## config.mk

```make
export PLATFORM = sky130hd
export DESIGN_NAME = bsbm_top
export DESIGN_NICKNAME = d
export VERILOG_FILES = /design/src/inc/bsbm_pkg.sv /design/src/logic/bsbm_boot_vec.sv /design/src/logic/bsbm_top.sv
export SDC_FILE = /design/constraint.sdc
export NUM_CORES = 1
export LEC_CHECK = 0
export ABC_AREA = 1
export BUFFER_PORTS_ARGS = -buffer_cell sky130_fd_sc_hd__buf_2
export CAP_MARGIN = 0
export CORE_MARGIN = 2
export CORE_UTILIZATION = 35
export CTS_CLUSTER_SIZE = 30
export DETAILED_ROUTE_END_ITERATION = 10
export SLEW_MARGIN = 20
export SYNTH_ARGS = -nofsm -noshare
export SYNTH_HDL_FRONTEND = slang
export SYNTH_SLANG_ARGS = --single-unit
```

## constraint.sdc

```tcl
create_clock -name clk -period 3.6 [get_ports clk]
set_input_delay 0.72 -clock clk [delete_from_list [all_inputs] [get_ports clk]]
set_output_delay 0.72 -clock clk [all_outputs]
set_load 0.01 [all_outputs]
```

## src/inc/bsbm_pkg.sv

```systemverilog
// Purpose: shared constants for the bank select and boot memory block
// Assumes: 8-bit host data, 24-bit host address, 2K per socket
// Notes:   the boot state type is used by the boot vector module
package bsbm_pkg;

    localparam int unsigned DATA_W      = 8;
    localparam int unsigned ADDR_W      = 24;
    localparam int unsigned IO_BASE_W   = 5;
    localparam int unsigned SOCK_AW     = 11;
    localparam int unsigned SEG_W       = 8;
    localparam int unsigned BLK_W       = 4;

    // group_select_control sits at offset 7 of the card's eight ports
    localparam logic [2:0] GSEL_OFFSET  = 3'h7;
    localparam int unsigned BANK_BIT    = 2;
    localparam logic [DATA_W-1:0] GSEL_RESET = 8'h00;

    // address field positions
    localparam int unsigned IO_OFS_LO   = 0;
    localparam int unsigned IO_OFS_HI   = 2;
    localparam int unsigned IO_BASE_LO  = 3;
    localparam int unsigned IO_BASE_HI  = 7;
    localparam int unsigned SOCK_SEL    = 11;
    localparam int unsigned BLK_LO      = 12;
    localparam int unsigned BLK_HI      = 15;
    localparam int unsigned SEG_LO      = 16;
    localparam int unsigned SEG_HI      = 23;

    // boot vector: last eight bytes of a socket
    localparam int unsigned BOOT_BYTES  = 8;
    localparam int unsigned BOOT_LOW_W  = 3;
    localparam logic [SOCK_AW-BOOT_LOW_W-1:0] BOOT_TOP = 8'hFF;
    localparam logic [3:0] BOOT_CNT_W1  = 4'h1;
    localparam logic [3:0] BOOT_CNT_0   = 4'h0;

    typedef enum logic [0:0] {
        BOOT_RUN,
        BOOT_DONE
    } bsbm_boot_t;

endpackage

```

## src/logic/bsbm_boot_vec.sv

```systemverilog
// Purpose: power-on jump sequencer, forces the first fetches after reset
// Assumes: fetch is a one-cycle pulse per accepted forced read
// Notes:   once eight forced fetches are seen the force drops until reset
`timescale 1ns/1ps
`default_nettype none
module bsbm_boot_vec
    import bsbm_pkg::*;
#(
    parameter logic [3:0] BOOT_COUNT = 4'h8
) (
    input  wire logic clk,
    input  wire logic reset,
    input  wire logic arm,
    input  wire logic fetch,
    output logic      force_boot
);
    import bsbm_pkg::*;

    bsbm_boot_t state_q;
    bsbm_boot_t state_d;
    logic [3:0] count_q;
    logic [3:0] count_d;
    wire        last_fetch = fetch && force_boot && (count_q == BOOT_COUNT - BOOT_CNT_W1);

    always_comb begin
        state_d = state_q;
        count_d = count_q;
        case (state_q)
            BOOT_RUN: begin
                if (fetch && force_boot) begin
                    count_d = count_q + BOOT_CNT_W1;
                end
                if (last_fetch) begin
                    state_d = BOOT_DONE;
                end
            end
            BOOT_DONE: begin
                count_d = count_q;
            end
            default: begin
                state_d = BOOT_DONE;
            end
        endcase
    end

    always_ff @(posedge clk) begin
        if (reset) begin
            state_q <= BOOT_RUN;
            count_q <= BOOT_CNT_0;
        end else begin
            state_q <= state_d;
            count_q <= count_d;
        end
    end

    // force only while armed; a disabled bank never serves boot bytes
    assign force_boot = arm && (state_q == BOOT_RUN);

    a_boot_stops: assert property (@(posedge clk) disable iff (reset)
        last_fetch |=> !force_boot [*3])
        else $error("boot force still active after last fetch");

endmodule
`default_nettype wire

```

## src/logic/bsbm_top.sv

```systemverilog
// Purpose: bank enable, phantom gating, memory decode and power-on jump
// Assumes: bus strobes are one-cycle pulses synchronous to clk
// Notes:   straps are static levels; sockets are external, read combinationally
//
// Function
// - A write to port offset 7, any group, samples data bit 2 for bank enable.
// - Polarity strap closed: enabled after reset; bit 2 low enables, high disables.
// - Polarity strap open: disabled after reset; bit 2 high enables memory.
// - Polarity strap closed: disabled memory stays silent until reset, bit 2 low write, or strap opened.
// - Deselected memory drives no data and gives no acknowledge on the bus.
// - Bank enable gates only memory decode, never the card's I/O ports.
// - Reading port offset 7 returns nothing; the register is write-only.
// - Phantom strap open: phantom signal is ignored by the decode.
// - Phantom strap closed: memory silent while phantom is active.
// - Boot strap on: fetches after reset go to last eight socket bytes.
// - Socket strap picks boot socket: closed is left, open is right.
// - Boot jump serves own memory only, and only while memory is enabled.
// - Memory is one 4K unit on a strapped boundary, left low, right high.
// - Memory accesses never insert wait states.
`timescale 1ns/1ps
`default_nettype none
module bsbm_top
    import bsbm_pkg::*;
#(
    parameter logic [3:0] BOOT_COUNT = 4'h8
) (
    input  wire logic                         clk,
    input  wire logic                         reset,
    // straps, closed reads as 1
    input  wire logic [bsbm_pkg::IO_BASE_W-1:0] io_base_strap,
    input  wire logic                         polarity_strap_closed,
    input  wire logic                         phantom_strap_closed,
    input  wire logic                         boot_strap_closed,
    input  wire logic                         socket_strap_closed,
    input  wire logic                         ext_addr_strap_on,
    input  wire logic [bsbm_pkg::BLK_W-1:0]   mem_block_strap,
    input  wire logic [bsbm_pkg::SEG_W-1:0]   mem_seg_strap,
    // host bus
    input  wire logic [bsbm_pkg::ADDR_W-1:0]  bus_addr,
    input  wire logic [bsbm_pkg::DATA_W-1:0]  bus_dout,
    input  wire logic                         io_wr_stb,
    input  wire logic                         io_rd_stb,
    input  wire logic                         mem_rd_stb,
    input  wire logic                         mem_wr_stb,
    input  wire logic                         phantom_n,
    output logic [bsbm_pkg::DATA_W-1:0]       bus_din,
    output logic                              bus_din_oe_n,
    output logic                              bus_rdy,
    // sockets
    input  wire logic [bsbm_pkg::DATA_W-1:0]  sock_rdata,
    output logic                              left_rom_socket_cs,
    output logic                              right_rom_socket_cs,
    output logic [bsbm_pkg::SOCK_AW-1:0]      sock_addr,
    output logic                              sock_we,
    output logic [bsbm_pkg::DATA_W-1:0]       sock_wdata,
    // state
    output logic [bsbm_pkg::DATA_W-1:0]       group_select_control,
    output logic                              mem_enabled
);
    import bsbm_pkg::*;

    ////////////////////////////////////////////////////////////////////////////
    // decode

    function automatic logic port_hit(input logic [ADDR_W-1:0] a,
                                      input logic [IO_BASE_W-1:0] base,
                                      input logic [2:0] ofs);
        port_hit = (a[IO_BASE_HI:IO_BASE_LO] == base) && (a[IO_OFS_HI:IO_OFS_LO] == ofs);
    endfunction

    logic [DATA_W-1:0]  gsel_q;
    logic [DATA_W-1:0]  gsel_d;
    logic               force_boot;

    // only offset 7 is decoded here, whatever group is active
    wire gsel_wr = io_wr_stb && port_hit(bus_addr, io_base_strap, GSEL_OFFSET);
    wire gsel_rd = io_rd_stb && port_hit(bus_addr, io_base_strap, GSEL_OFFSET);

    // bit stored raw; the strap sets its sense, so reset value 0 works both ways
    wire bank_bit = gsel_q[BANK_BIT];
    assign mem_enabled = polarity_strap_closed ? !bank_bit : bank_bit;

    wire phantom_block = phantom_strap_closed && !phantom_n;

    wire blk_match = (bus_addr[BLK_HI:BLK_LO] == mem_block_strap);
    wire seg_match = !ext_addr_strap_on || (bus_addr[SEG_HI:SEG_LO] == mem_seg_strap);
    wire addr_match = blk_match && seg_match;

    wire boot_arm = boot_strap_closed && mem_enabled && !phantom_block;
    wire decode_ok = mem_enabled && !phantom_block;
    wire mem_hit = decode_ok && (force_boot || addr_match);

    // boot reads land on the strapped socket's top eight bytes
    wire boot_left = socket_strap_closed;
    wire sel_left = force_boot ? boot_left : !bus_addr[SOCK_SEL];
    wire [SOCK_AW-1:0] boot_addr = {BOOT_TOP, bus_addr[BOOT_LOW_W-1:0]};
    wire [SOCK_AW-1:0] next_addr = force_boot ? boot_addr : bus_addr[SOCK_AW-1:0];

    wire rd_take = mem_rd_stb && mem_hit;
    wire wr_take = mem_wr_stb && mem_hit && !force_boot;
    wire boot_fetch = mem_rd_stb && force_boot && mem_hit;

    always_comb begin
        gsel_d = gsel_q;
        if (gsel_wr) begin
            gsel_d = bus_dout;
        end
    end

    ////////////////////////////////////////////////////////////////////////////
    // registers

    logic                cs_left_q;
    logic                cs_right_q;
    logic [SOCK_AW-1:0]  sock_addr_q;
    logic                sock_we_q;
    logic [DATA_W-1:0]   sock_wdata_q;
    logic                rd_pend_q;
    logic [DATA_W-1:0]   din_q;
    logic                din_vld_q;

    always_ff @(posedge clk) begin
        if (reset) begin
            gsel_q <= GSEL_RESET;
        end else begin
            gsel_q <= gsel_d;
        end
    end

    // socket access runs for one cycle after the strobe
    always_ff @(posedge clk) begin
        if (reset) begin
            cs_left_q    <= 1'b0;
            cs_right_q   <= 1'b0;
            sock_we_q    <= 1'b0;
            rd_pend_q    <= 1'b0;
            sock_addr_q  <= '0;
            sock_wdata_q <= '0;
        end else begin
            cs_left_q  <= (rd_take || wr_take) && sel_left;
            cs_right_q <= (rd_take || wr_take) && !sel_left;
            sock_we_q  <= wr_take;
            rd_pend_q  <= rd_take;
            if (rd_take || wr_take) begin
                sock_addr_q  <= next_addr;
                sock_wdata_q <= bus_dout;
            end
        end
    end

    // read data is registered; no drive for port 7 reads or misses
    always_ff @(posedge clk) begin
        if (reset) begin
            din_q     <= '0;
            din_vld_q <= 1'b0;
        end else begin
            din_vld_q <= rd_pend_q;
            if (rd_pend_q) begin
                din_q <= sock_rdata;
            end
        end
    end

    bsbm_boot_vec #(
        .BOOT_COUNT (BOOT_COUNT)
    ) u_boot (
        .clk        (clk),
        .reset      (reset),
        .arm        (boot_arm),
        .fetch      (boot_fetch),
        .force_boot (force_boot)
    );

    ////////////////////////////////////////////////////////////////////////////
    // outputs

    assign left_rom_socket_cs   = cs_left_q;
    assign right_rom_socket_cs  = cs_right_q;
    assign sock_addr            = sock_addr_q;
    assign sock_we              = sock_we_q;
    assign sock_wdata           = sock_wdata_q;
    assign bus_din              = din_q;
    assign bus_din_oe_n         = !din_vld_q;
    // fixed-latency path, the card never asks for wait states
    assign bus_rdy              = 1'b1;
    assign group_select_control = gsel_q;

    ////////////////////////////////////////////////////////////////////////////
    // checks

    a_gsel_sample: assert property (@(posedge clk) disable iff (reset)
        gsel_wr |=> group_select_control[BANK_BIT] == $past(bus_dout[BANK_BIT]))
        else $error("bank bit not sampled from port 7 write");

    a_reset_on_closed: assert property (@(posedge clk)
        $past(reset) && !reset && polarity_strap_closed |-> mem_enabled)
        else $error("memory not enabled after reset with strap closed");

    a_reset_off_open: assert property (@(posedge clk)
        $past(reset) && !reset && !polarity_strap_closed |-> !mem_enabled)
        else $error("memory enabled after reset with strap open");

    a_disable_holds: assert property (@(posedge clk) disable iff (reset)
        polarity_strap_closed && !mem_enabled && !gsel_wr
        |=> polarity_strap_closed |-> !mem_enabled)
        else $error("disabled memory re-enabled without cause");

    a_deselect_quiet: assert property (@(posedge clk) disable iff (reset)
        mem_rd_stb && !mem_enabled && !$past(rd_pend_q) && !rd_pend_q
        |=> !left_rom_socket_cs && !right_rom_socket_cs ##1 bus_din_oe_n)
        else $error("deselected memory answered");

    a_other_port_keep: assert property (@(posedge clk) disable iff (reset)
        io_wr_stb && !gsel_wr |=> $stable(group_select_control))
        else $error("write to another port changed group select");

    a_port7_silent: assert property (@(posedge clk) disable iff (reset)
        gsel_rd && !rd_pend_q && !rd_take |=> ##1 bus_din_oe_n)
        else $error("port 7 read drove the bus");

    a_phantom_block: assert property (@(posedge clk) disable iff (reset)
        mem_rd_stb && phantom_strap_closed && !phantom_n
        |=> !left_rom_socket_cs && !right_rom_socket_cs)
        else $error("memory answered while phantom active");

    a_boot_top_addr: assert property (@(posedge clk) disable iff (reset)
        boot_fetch |=> sock_addr[SOCK_AW-1:BOOT_LOW_W] == BOOT_TOP
                       && left_rom_socket_cs == $past(socket_strap_closed))
        else $error("boot fetch not steered to strapped socket top");

    a_no_wait: assert property (@(posedge clk) disable iff (reset)
        rd_take |-> bus_rdy ##1 (bus_rdy && (left_rom_socket_cs || right_rom_socket_cs))
                    ##1 (bus_rdy && !bus_din_oe_n))
        else $error("memory read latency or ready broken");

    // enable sense is checked only while the strap holds still across the write
    a_sense_closed: assert property (@(posedge clk) disable iff (reset)
        gsel_wr && polarity_strap_closed ##1 polarity_strap_closed
        |-> mem_enabled == !$past(bus_dout[BANK_BIT]))
        else $error("closed strap bank bit sense wrong");

    a_sense_open: assert property (@(posedge clk) disable iff (reset)
        gsel_wr && !polarity_strap_closed ##1 !polarity_strap_closed
        |-> mem_enabled == $past(bus_dout[BANK_BIT]))
        else $error("open strap bank bit sense wrong");

    a_phantom_ignored: assert property (@(posedge clk) disable iff (reset)
        mem_rd_stb && !phantom_strap_closed && mem_enabled && addr_match
        |=> left_rom_socket_cs || right_rom_socket_cs)
        else $error("phantom blocked memory with strap open");

    a_right_upper: assert property (@(posedge clk) disable iff (reset)
        rd_take && !force_boot |=> right_rom_socket_cs == $past(bus_addr[SOCK_SEL]))
        else $error("socket half not chosen by address bit 11");

    a_boot_no_write: assert property (@(posedge clk) disable iff (reset)
        mem_wr_stb && force_boot |=> !sock_we)
        else $error("socket written during boot force");

endmodule
`default_nettype wire
```

==> results.yml, run 1 <==
sta:
  hold_violations: 0
  skew_ns: 0.00953
  finalMaxSlewViolations: 0
  max_freq_ghz: 0.507
  post-route-period-util: 0.548
  finalSetupViolCount: 0
  period_minus_slack_ns: 1.97
  slew_headroom: 0.480
  setup_tns_ns: 0
  rsz0062_at_grt: "false"
  worstMarginPinSlew_ns: 0.779
route:
  antenna_left: 0
  via_count: 2118
  viasPerCell: 4.39
  drcViolationCount: 0
  dr.pass1.iters: 4
  wl_per_cell_um: 10.2
  drt_iter0_drc: 94
  totalWireLength_um: 4940
logic_synthesis:
  synth_nets: 374
  synth_seq_area_share: 0.411
  synth_cell_type_count: 31
  syn_area_per_cell_um2: 7.21
  ys_top_cells_by_area: "dfxtp_1 (41%), nand2_1 (8.9%), inv_1 (8.6%)"
  yosys.area.top_type_share: 0.411
  yosys_warnings: 0
  synth_area_um2: 2190
  yosysTopAreaCell: "dfxtp_1"
  syn-instance-count: 304
  ys_seq_elements: 45
global_routing:
  grt_antenna_before_repair: 0
  grt_pass1_wl_um: 8680
  grt_usage: 0.149
  grt-busiest-layer: "met2"
  grt_max_degree: 36
  met2_usage: 0.262
  grtUsageMet3: 0.0358
  grt_overflow_total: 0
  gr-usage-met1: 0.180
  grt_pass1_vias: 1988
power_and_ir_drop:
  p_comb_frac: 0.143
  netSwitchingFraction: 0.245
  clkPwrFrac: 0.370
  ir_worst_vdd_mv: 0.174
  p_sw_uw: 263
  p_seq_frac: 0.488
  powerDensity_nw_per_um2: 380
  p_int_uw: 812
  leakage_uw: 0.00156
die:
  die_h_um: 83.1
  die_x_um: 83.1
  core_um2: 5990
  pin_count: 110
  start_util: 0.366
  dieArea_um2: 6910
  rows: 28
clocking:
  clk_latency_ns: 0.29
  cts_resized: 0
  cts_inserted_buffers: 5
  cts.sinks: 45
  htree_levels: 2
  post-cts-setup-buffers: 0
  clk_root_buffer_cell: "clkbuf_8"
  cts_buffer_depth: 2
  path_clk_slew_ns: 0.08
  cts_tree: "built"
  cts_hold_buf: 0
cells_and_area:
  area_growth_pct: 29.3
  mostFrequentLayoutCells: "buf_2 (107), nand2_1 (52), inv_1 (50), nor2_1 (50), dfxtp_1 (45)"
  drive_gt1_frac: 0.314
  regArea_um2: 901
  fill_cells: 608
  final_common_cell: "buf_2"
  design_area_um2: 2830
  multi_input_area_um2: 983
  fin_nets: 477
  final_core_util: 0.473
  antenna_cells: 0
place:
  hpwl_um: 3670
  portBuffers: 107
  dpl_cell_area_um2: 2710
  place.gp.congestion: 0.672
worst_setup_path:
  worstPathRequired_ns: 3.83
  crit_fanout: 35
  end_kind: "flip-flop"
  crit_arrival_ns: 2.21
  cp-start-kind: "input pin"
  crit_type: "in2reg"
run:
  drv_cap: 0
outcome:
  status: "completed"
min_path:
  hp-class: "reg2reg"
path summary, 6_finish.rpt:
kind	start	endpoint	slack, ns	cells after the start
setup / recovery	mem_block_strap[2]	sock_wdata[4]	1.63	9
hold / removal	group_select_control[7]	group_select_control[7]	0.44	2
setup reg to reg	group_select_control[2]	sock_wdata[4]	1.72	7
hold reg to reg	group_select_control[7]	group_select_control[7]	0.44	2
routing by layer:
| layer | wire, µm | vias to the layer above |
|---|---|---|
| met2 | 2380 | 70 |
| met5 | 0 | - |
| met4 | 35 | 0 |
| met3 | 361 | 5 |
| li1 | - | 1138 |
| met1 | 2170 | 905 |
worst max-delay path, cell delays in order:
cell and delay (ns):
buf_2 0.10, xor2_1 0.15, nor2_1 0.10, nand2_1 0.06
nor2_2 0.17, nand4_4 0.47, nand3_1 0.24, nand2_1 0.07
nor2_1 0.10
cell families (layout without fill, tap and decap cells):
family | after synthesis | in the layout | synth area share
XOR/XNOR | 13 | 13 | 0.0554
AND/OR/NAND/NOR | 134 | 134 | 0.272
other | 1 | 1 | 0.00171
buffers and inverters | 63 | 167 | 0.140
AO/OA/AOI/OAI | 47 | 47 | 0.114
adder cells (fa/ha/maj) | 1 | 1 | 0.00571
flip-flops | 45 | 45 | 0.411
through the flow:
stage               instances  hold slack, ns  setup slack (ns)  power (µW)
floorplan                 304           0.445              1.69         624
global placement          475           0.431              1.31         688
detailed placement        475           0.433              1.28         691
CTS                       483           0.448              1.59        1090
global route              483           0.472              1.38        1130
finish                    483           0.445              1.63        1080
cell type report:
class | count | share of cell area
multi-input combinational | 196 | 0.347
sequential | 45 | 0.318
timing repair buffer | 108 | 0.192
inverter | 51 | 0.0676
tap | 75 | 0.0331
clock buffer | 6 | 0.0292
clock inverter | 2 | 0.0133
registers in the layout, summed over array words and instances (netlist names):
register,cells
group_select_control,8
u_boot.count_q,4
rd_pend_q,1
u_boot.state_q,1
sock_wdata,8
right_rom_socket_cs,1
left_rom_socket_cs,1
sock_addr,11
sock_we,1
bus_din,8
din_vld_q,1
synthesized netlist by cell type:
master,instances
inv_1,50
nor2_1,50
a21oi_2,2
dfxtp_1,45
clkbuf_1,2
nand4_4,1
clkbuf_8,2
buf_6,5
nand4_2,1
dlygate4sd1_1,1
and3_1,1
nor2_2,2
xor2_1,5
nand2_1,52
clkinv_1,1
o21ai_0,19
nand4_1,2
xor2_2,1
nor2_4,1
a21oi_1,24
ha_1,1
xnor2_1,7
nand2_4,1
nor3_1,2
nand2_2,1
nand3_2,2
nand3_1,18
o21a_1,1
buf_4,2
conb_1,1
o2111ai_1,1
power groups by stage:
stage | clock [µW] | combinational [µW] | sequential (µW)
after global routing | 429 | 176 | 527
after detailed placement | 0 | 155 | 536
after floorplan | 0 | 80.0 | 544
after CTS | 413 | 156 | 525
after global placement | 0 | 153 | 536
final | 398 | 153 | 524
No activity file was read; power rests on OpenSTA's default activity.
==> run 2, diff against run 1 <==
clock period = 1.95 ns   (was 3.6 ns; I/O delays follow)
==> run 2 against run 1 <==
Against the previous run: worst hold slack got worse by 0.14 ns; clock skew rose by 0.0017 ns; clock-buffer cell count is 1 lower; via count rose by 1.2%; utilization rose by 0.31 points; sequential power rose by 85%; clock power rose by 52%; register-to-register slack worse by 1.5 ns; cell count increased by 1.2%; non-clock buffer count grew 6; die area is the same; sequential share of layout area fell by 0.21 points.
==> results.yml, run 2 (synthesized netlist as in run 1, its figures left out) <==
route:
  wl_per_cell_um: 10.1
  totalWireLength_um: 4950
  viasPerCell: 4.38
  antenna_left: 0
  drt_iter0_drc: 61
  drcViolationCount: 0
  via_count: 2144
  dr.pass1.iters: 4
worst_setup_path:
  timing.rr.start: "group_select_control[2]"
  worstPathRequired_ns: 2.14
  end_kind: "flip-flop"
  crit_type: "reg2reg"
  reg2regPathDepth: 7
  rrSetupSlack_ns: 0.23
  crit_arrival_ns: 1.91
  cp-start-kind: "flip-flop"
  r2r-end: "u_boot.count_q[3]"
  crit_fanout: 7
cells_and_area:
  final_core_util: 0.476
  largest_register_ffs: 11
  fill_cells: 662
  antenna_cells: 0
  mostFrequentLayoutCells: "buf_2 (107), nand2_1 (52), inv_1 (50), nor2_1 (50), dfxtp_1 (45)"
  drive_gt1_frac: 0.324
  regArea_um2: 901
  fin_nets: 483
  multi_input_area_um2: 983
  final_common_cell: "buf_2"
  area_growth_pct: 30.2
  design_area_um2: 2850
outcome:
  status: "completed"
place:
  portBuffers: 107
  place.gp.congestion: 0.696
  dpl_cell_area_um2: 2760
  post-place-ws_ns: 0.138
  hpwl_um: 3830
global_routing:
  grt_overflow_total: 0
  grt_pass1_vias: 1968
  grt_pass1_wl_um: 8670
  grt_max_degree: 36
  grt_antenna_before_repair: 0
  grt_usage: 0.148
clocking:
  cts_resized: 0
  cts_hold_buf: 0
  clk_root_buffer_cell: "clkbuf_8"
  post-cts-setup-buffers: 0
  cts_buffer_depth: 2
  cts.sinks: 45
  cts_tree: "built"
  clk_latency_ns: 0.30
  htree_levels: 2
  cts_inserted_buffers: 5
  path_clk_slew_ns: 0.10
run:
  drv_cap: 0
sta:
  finalMaxSlewViolations: 0
  skew_ns: 0.0112
  worstMarginPinSlew_ns: 0.541
  setup_ws_ns: 0.234
  hold_violations: 0
  fin_hold_ws_ns: 0.304
  finalSetupViolCount: 0
  setup_tns_ns: 0
  period_minus_slack_ns: 1.72
  post-route-period-util: 0.880
  slew_headroom: 0.639
  rsz0062_at_grt: "false"
  max_freq_ghz: 0.583
die:
  pin_count: 110
  core_um2: 5990
  start_util: 0.366
  dieArea_um2: 6910
  die_h_um: 83.1
  rows: 28
  die_x_um: 83.1
min_path:
  hp-class: "in2reg"
  hold-path-cell-count: 3
  min_to: "bus_din[4]"
  hold_start: "sock_rdata[4]"
power_and_ir_drop:
  ir_worst_vdd_mv: 0.390
  powerDensity_nw_per_um2: 652
  leakage_uw: 0.00157
-- run 2: cell count changes in the layout (fill, tap and decap cells not counted) --
cell and change:
bufinv_16 -1, buf_4 +6, inv_6 +2, clkbuf_8 -1
-- run 2: area by class of cell --
type / instances / share of cell area
clock buffers: 5 / 0.0241
clock inverters: 3 / 0.00878
inverters: 51 / 0.0671
multi-input cells: 196 / 0.345
flip-flops and latches: 45 / 0.316
well taps: 75 / 0.0329
repair buffers: 114 / 0.206
-- run 2: worst max-delay path by stage --
stage	endpoint	start	cells after the start
2_1_floorplan	sock_addr[10]	group_select_control[2]	7
4_1_cts	u_boot.count_q[3]	group_select_control[2]	7
6_report	u_boot.count_q[3]	group_select_control[2]	7
3_5_place_dp	u_boot.count_q[3]	polarity_strap_closed	8
3_3_place_gp	sock_wdata[1]	mem_block_strap[1]	10
5_1_grt	sock_addr[1]	group_select_control[2]	9
-- run 2: per-stage QoR --
step | cells | total power [µW]
2_1_floorplan | 304 | 1150
3_3_place_gp | 481 | 1280
3_5_place_dp | 481 | 1280
4_1_cts | 489 | 1900
5_1_grt | 489 | 1960
6_report | 489 | 1860
-- run 2: metal layers --
| metal | vias up | share of wire | global-route usage |
|---|---|---|---|
| li1 | 1149 | - | - |
| met1 | 915 | 0.45 | 0.182 |
| met2 | 74 | 0.47 | 0.254 |
| met3 | 6 | 0.071 | 0.0457 |
| met4 | 0 | 0.0079 | 0.0313 |
| met5 | - | 0 | 0 |
-- run 2: critical path: stages, from the launching register on --
cell	delay (ns)
dfxtp_1	0.41
xor2_2	0.21
nand4_2	0.25
buf_4	0.25
nor2_4	0.14
nand4_1	0.12
o21ai_0	0.18
a21oi_1	0.05
-- run 2: report_power, final --
group	total (µW)	switching, µW	internal (µW)
Combinational	287	153	134
Clock	604	342	261
Sequential	968	16.9	952
Total	1860	512	1350
==> run 3, diff against run 2 <==
CELL_PAD_IN_SITES_DETAIL_PLACEMENT = 0   (was default)
CELL_PAD_IN_SITES_GLOBAL_PLACEMENT = 1   (was default)
CORE_UTILIZATION = 31   (was 35)
PLACE_DENSITY_LB_ADDON = 0.1   (was default)
==> run 3 against run 2 <==
Against the previous run: clock skew is 0.0014 ns higher; sequential cell count stayed put; non-clock buffer count is 3 lower; cell count is 3.7% higher; worst hold slack better by 0.0066 ns; critical path type unchanged; utilization is 5.5 points lower; worst setup slack better by 0.035 ns; critical endpoint is now sock_addr[10]; fmax is 2.1% higher; sequential power hardly changed; routed wire length is 4.6% higher.
==> results.yml, run 3 (synthesized netlist as in run 1, its figures left out) <==
power_and_ir_drop:
  p_int_uw: 1340
  p_sw_uw: 499
  clkPwrFrac: 0.317
  netSwitchingFraction: 0.271
  p_comb_frac: 0.157
  ir_worst_vdd_mv: 0.406
  powerDensity_nw_per_um2: 640
  leakage_uw: 0.00156
  p_seq_frac: 0.526
route:
  antenna_left: 0
  drt_iter0_drc: 48
  viasPerCell: 4.13
  wl_per_cell_um: 10.2
  dr.pass1.iters: 5
  via_count: 2096
  drcViolationCount: 0
  totalWireLength_um: 5180
worst_setup_path:
  crit_type: "reg2reg"
  end_kind: "flip-flop"
  crit_arrival_ns: 1.87
  crit_fanout: 35
  worstPathRequired_ns: 2.14
  cp-start-kind: "flip-flop"
  rrSetupSlack_ns: 0.27
die:
  rows: 30
  die_x_um: 88.1
  pin_count: 110
  core_um2: 6830
  start_util: 0.321
  dieArea_um2: 7760
  die_h_um: 88.1
global_routing:
  grt_pass1_wl_um: 8450
  grt_overflow_total: 0
  grt_max_degree: 39
  grt_pass1_vias: 1938
  grt_usage: 0.138
  grt_antenna_before_repair: 0
run:
  drv_cap: 0
cells_and_area:
  largest_register_ffs: 11
  final_common_cell: "buf_2"
  antenna_cells: 0
  area_growth_pct: 31.2
  drive_gt1_frac: 0.316
  final_cells: 507
  final_core_util: 0.421
  fin_nets: 480
  design_area_um2: 2870
  mostFrequentLayoutCells: "buf_2 (107), nand2_1 (52), inv_1 (50), nor2_1 (50), dfxtp_1 (45)"
sta:
  fin_hold_ws_ns: 0.310
  max_freq_ghz: 0.595
  skew_ns: 0.0127
  rsz0062_at_grt: "false"
  finalSetupViolCount: 0
  hold_violations: 0
  setup_tns_ns: 0
  worstMarginPinSlew_ns: 0.505
  period_minus_slack_ns: 1.68
  post-route-period-util: 0.862
  finalMaxSlewViolations: 0
  slew_headroom: 0.663
clocking:
  cts_hold_buf: 0
  clk_root_buffer_cell: "clkbuf_8"
  cts_buffer_depth: 2
  path_clk_slew_ns: 0.09
  cts.sinks: 45
  htree_levels: 2
  cts_inserted_buffers: 5
  cts_tree: "built"
  post-cts-setup-buffers: 0
  clk_latency_ns: 0.30
  cts_resized: 0
place:
  place_inst: 499
  dpl_cell_area_um2: 2790
  place.gp.congestion: 0.740
  portBuffers: 107
  hpwl_um: 3720
outcome:
  status: "completed"
min_path:
  hp-class: "in2reg"
[run 3: final timing paths]
path	cells after the start	endpoint	startpoint
max	8	sock_addr[10]	group_select_control[2]
min	3	bus_din[3]	sock_rdata[3]
max reg2reg	8	sock_addr[10]	group_select_control[2]
min reg2reg	2	group_select_control[1]	group_select_control[1]
[run 3: critical path, stage by stage, from the launching register on]
cell     delay [ns]
dfxtp_1        0.40
xor2_2         0.20
nand2_1        0.08
nor2_2         0.20
nand2_1        0.09
nand2_2        0.08
nand2_4        0.24
a21oi_1        0.22
nor2_1         0.06
[run 3: routing by layer]
| layer | GRT usage | vias up | wire length [µm] |
|---|---|---|---|
| met5 | 0 | - | 0 |
| met4 | 0.0372 | 0 | 53 |
| met3 | 0.0358 | 7 | 338 |
| met2 | 0.238 | 63 | 2400 |
| met1 | 0.172 | 885 | 2390 |
| li1 | - | 1141 | - |
[run 3: area by class of cell]
cell class,instances,area [µm²]
multi-input combinational,196,983
sequential,45,901
inverter,51,191
clock buffer,6,72.6
clock inverter,2,15.0
tap,96,120
fill,747,3960
timing repair buffer,111,591
[run 3: power by group through the flow]
stage	registers [µW]	clock network (µW)	logic, µW
after floorplan	1000	0	148
after global placement	989	0	291
after detailed placement	990	0	294
after CTS	968	619	295
after global routing	972	645	336
final	967	582	289
[run 3: metrics by stage]
step                setup slack [ns]  power (µW)
detailed placement             0.129        1280
CTS                            0.225        1880
floorplan                      0.312        1150
global route                  0.0708        1950
global placement               0.141        1280
finish                         0.269        1840
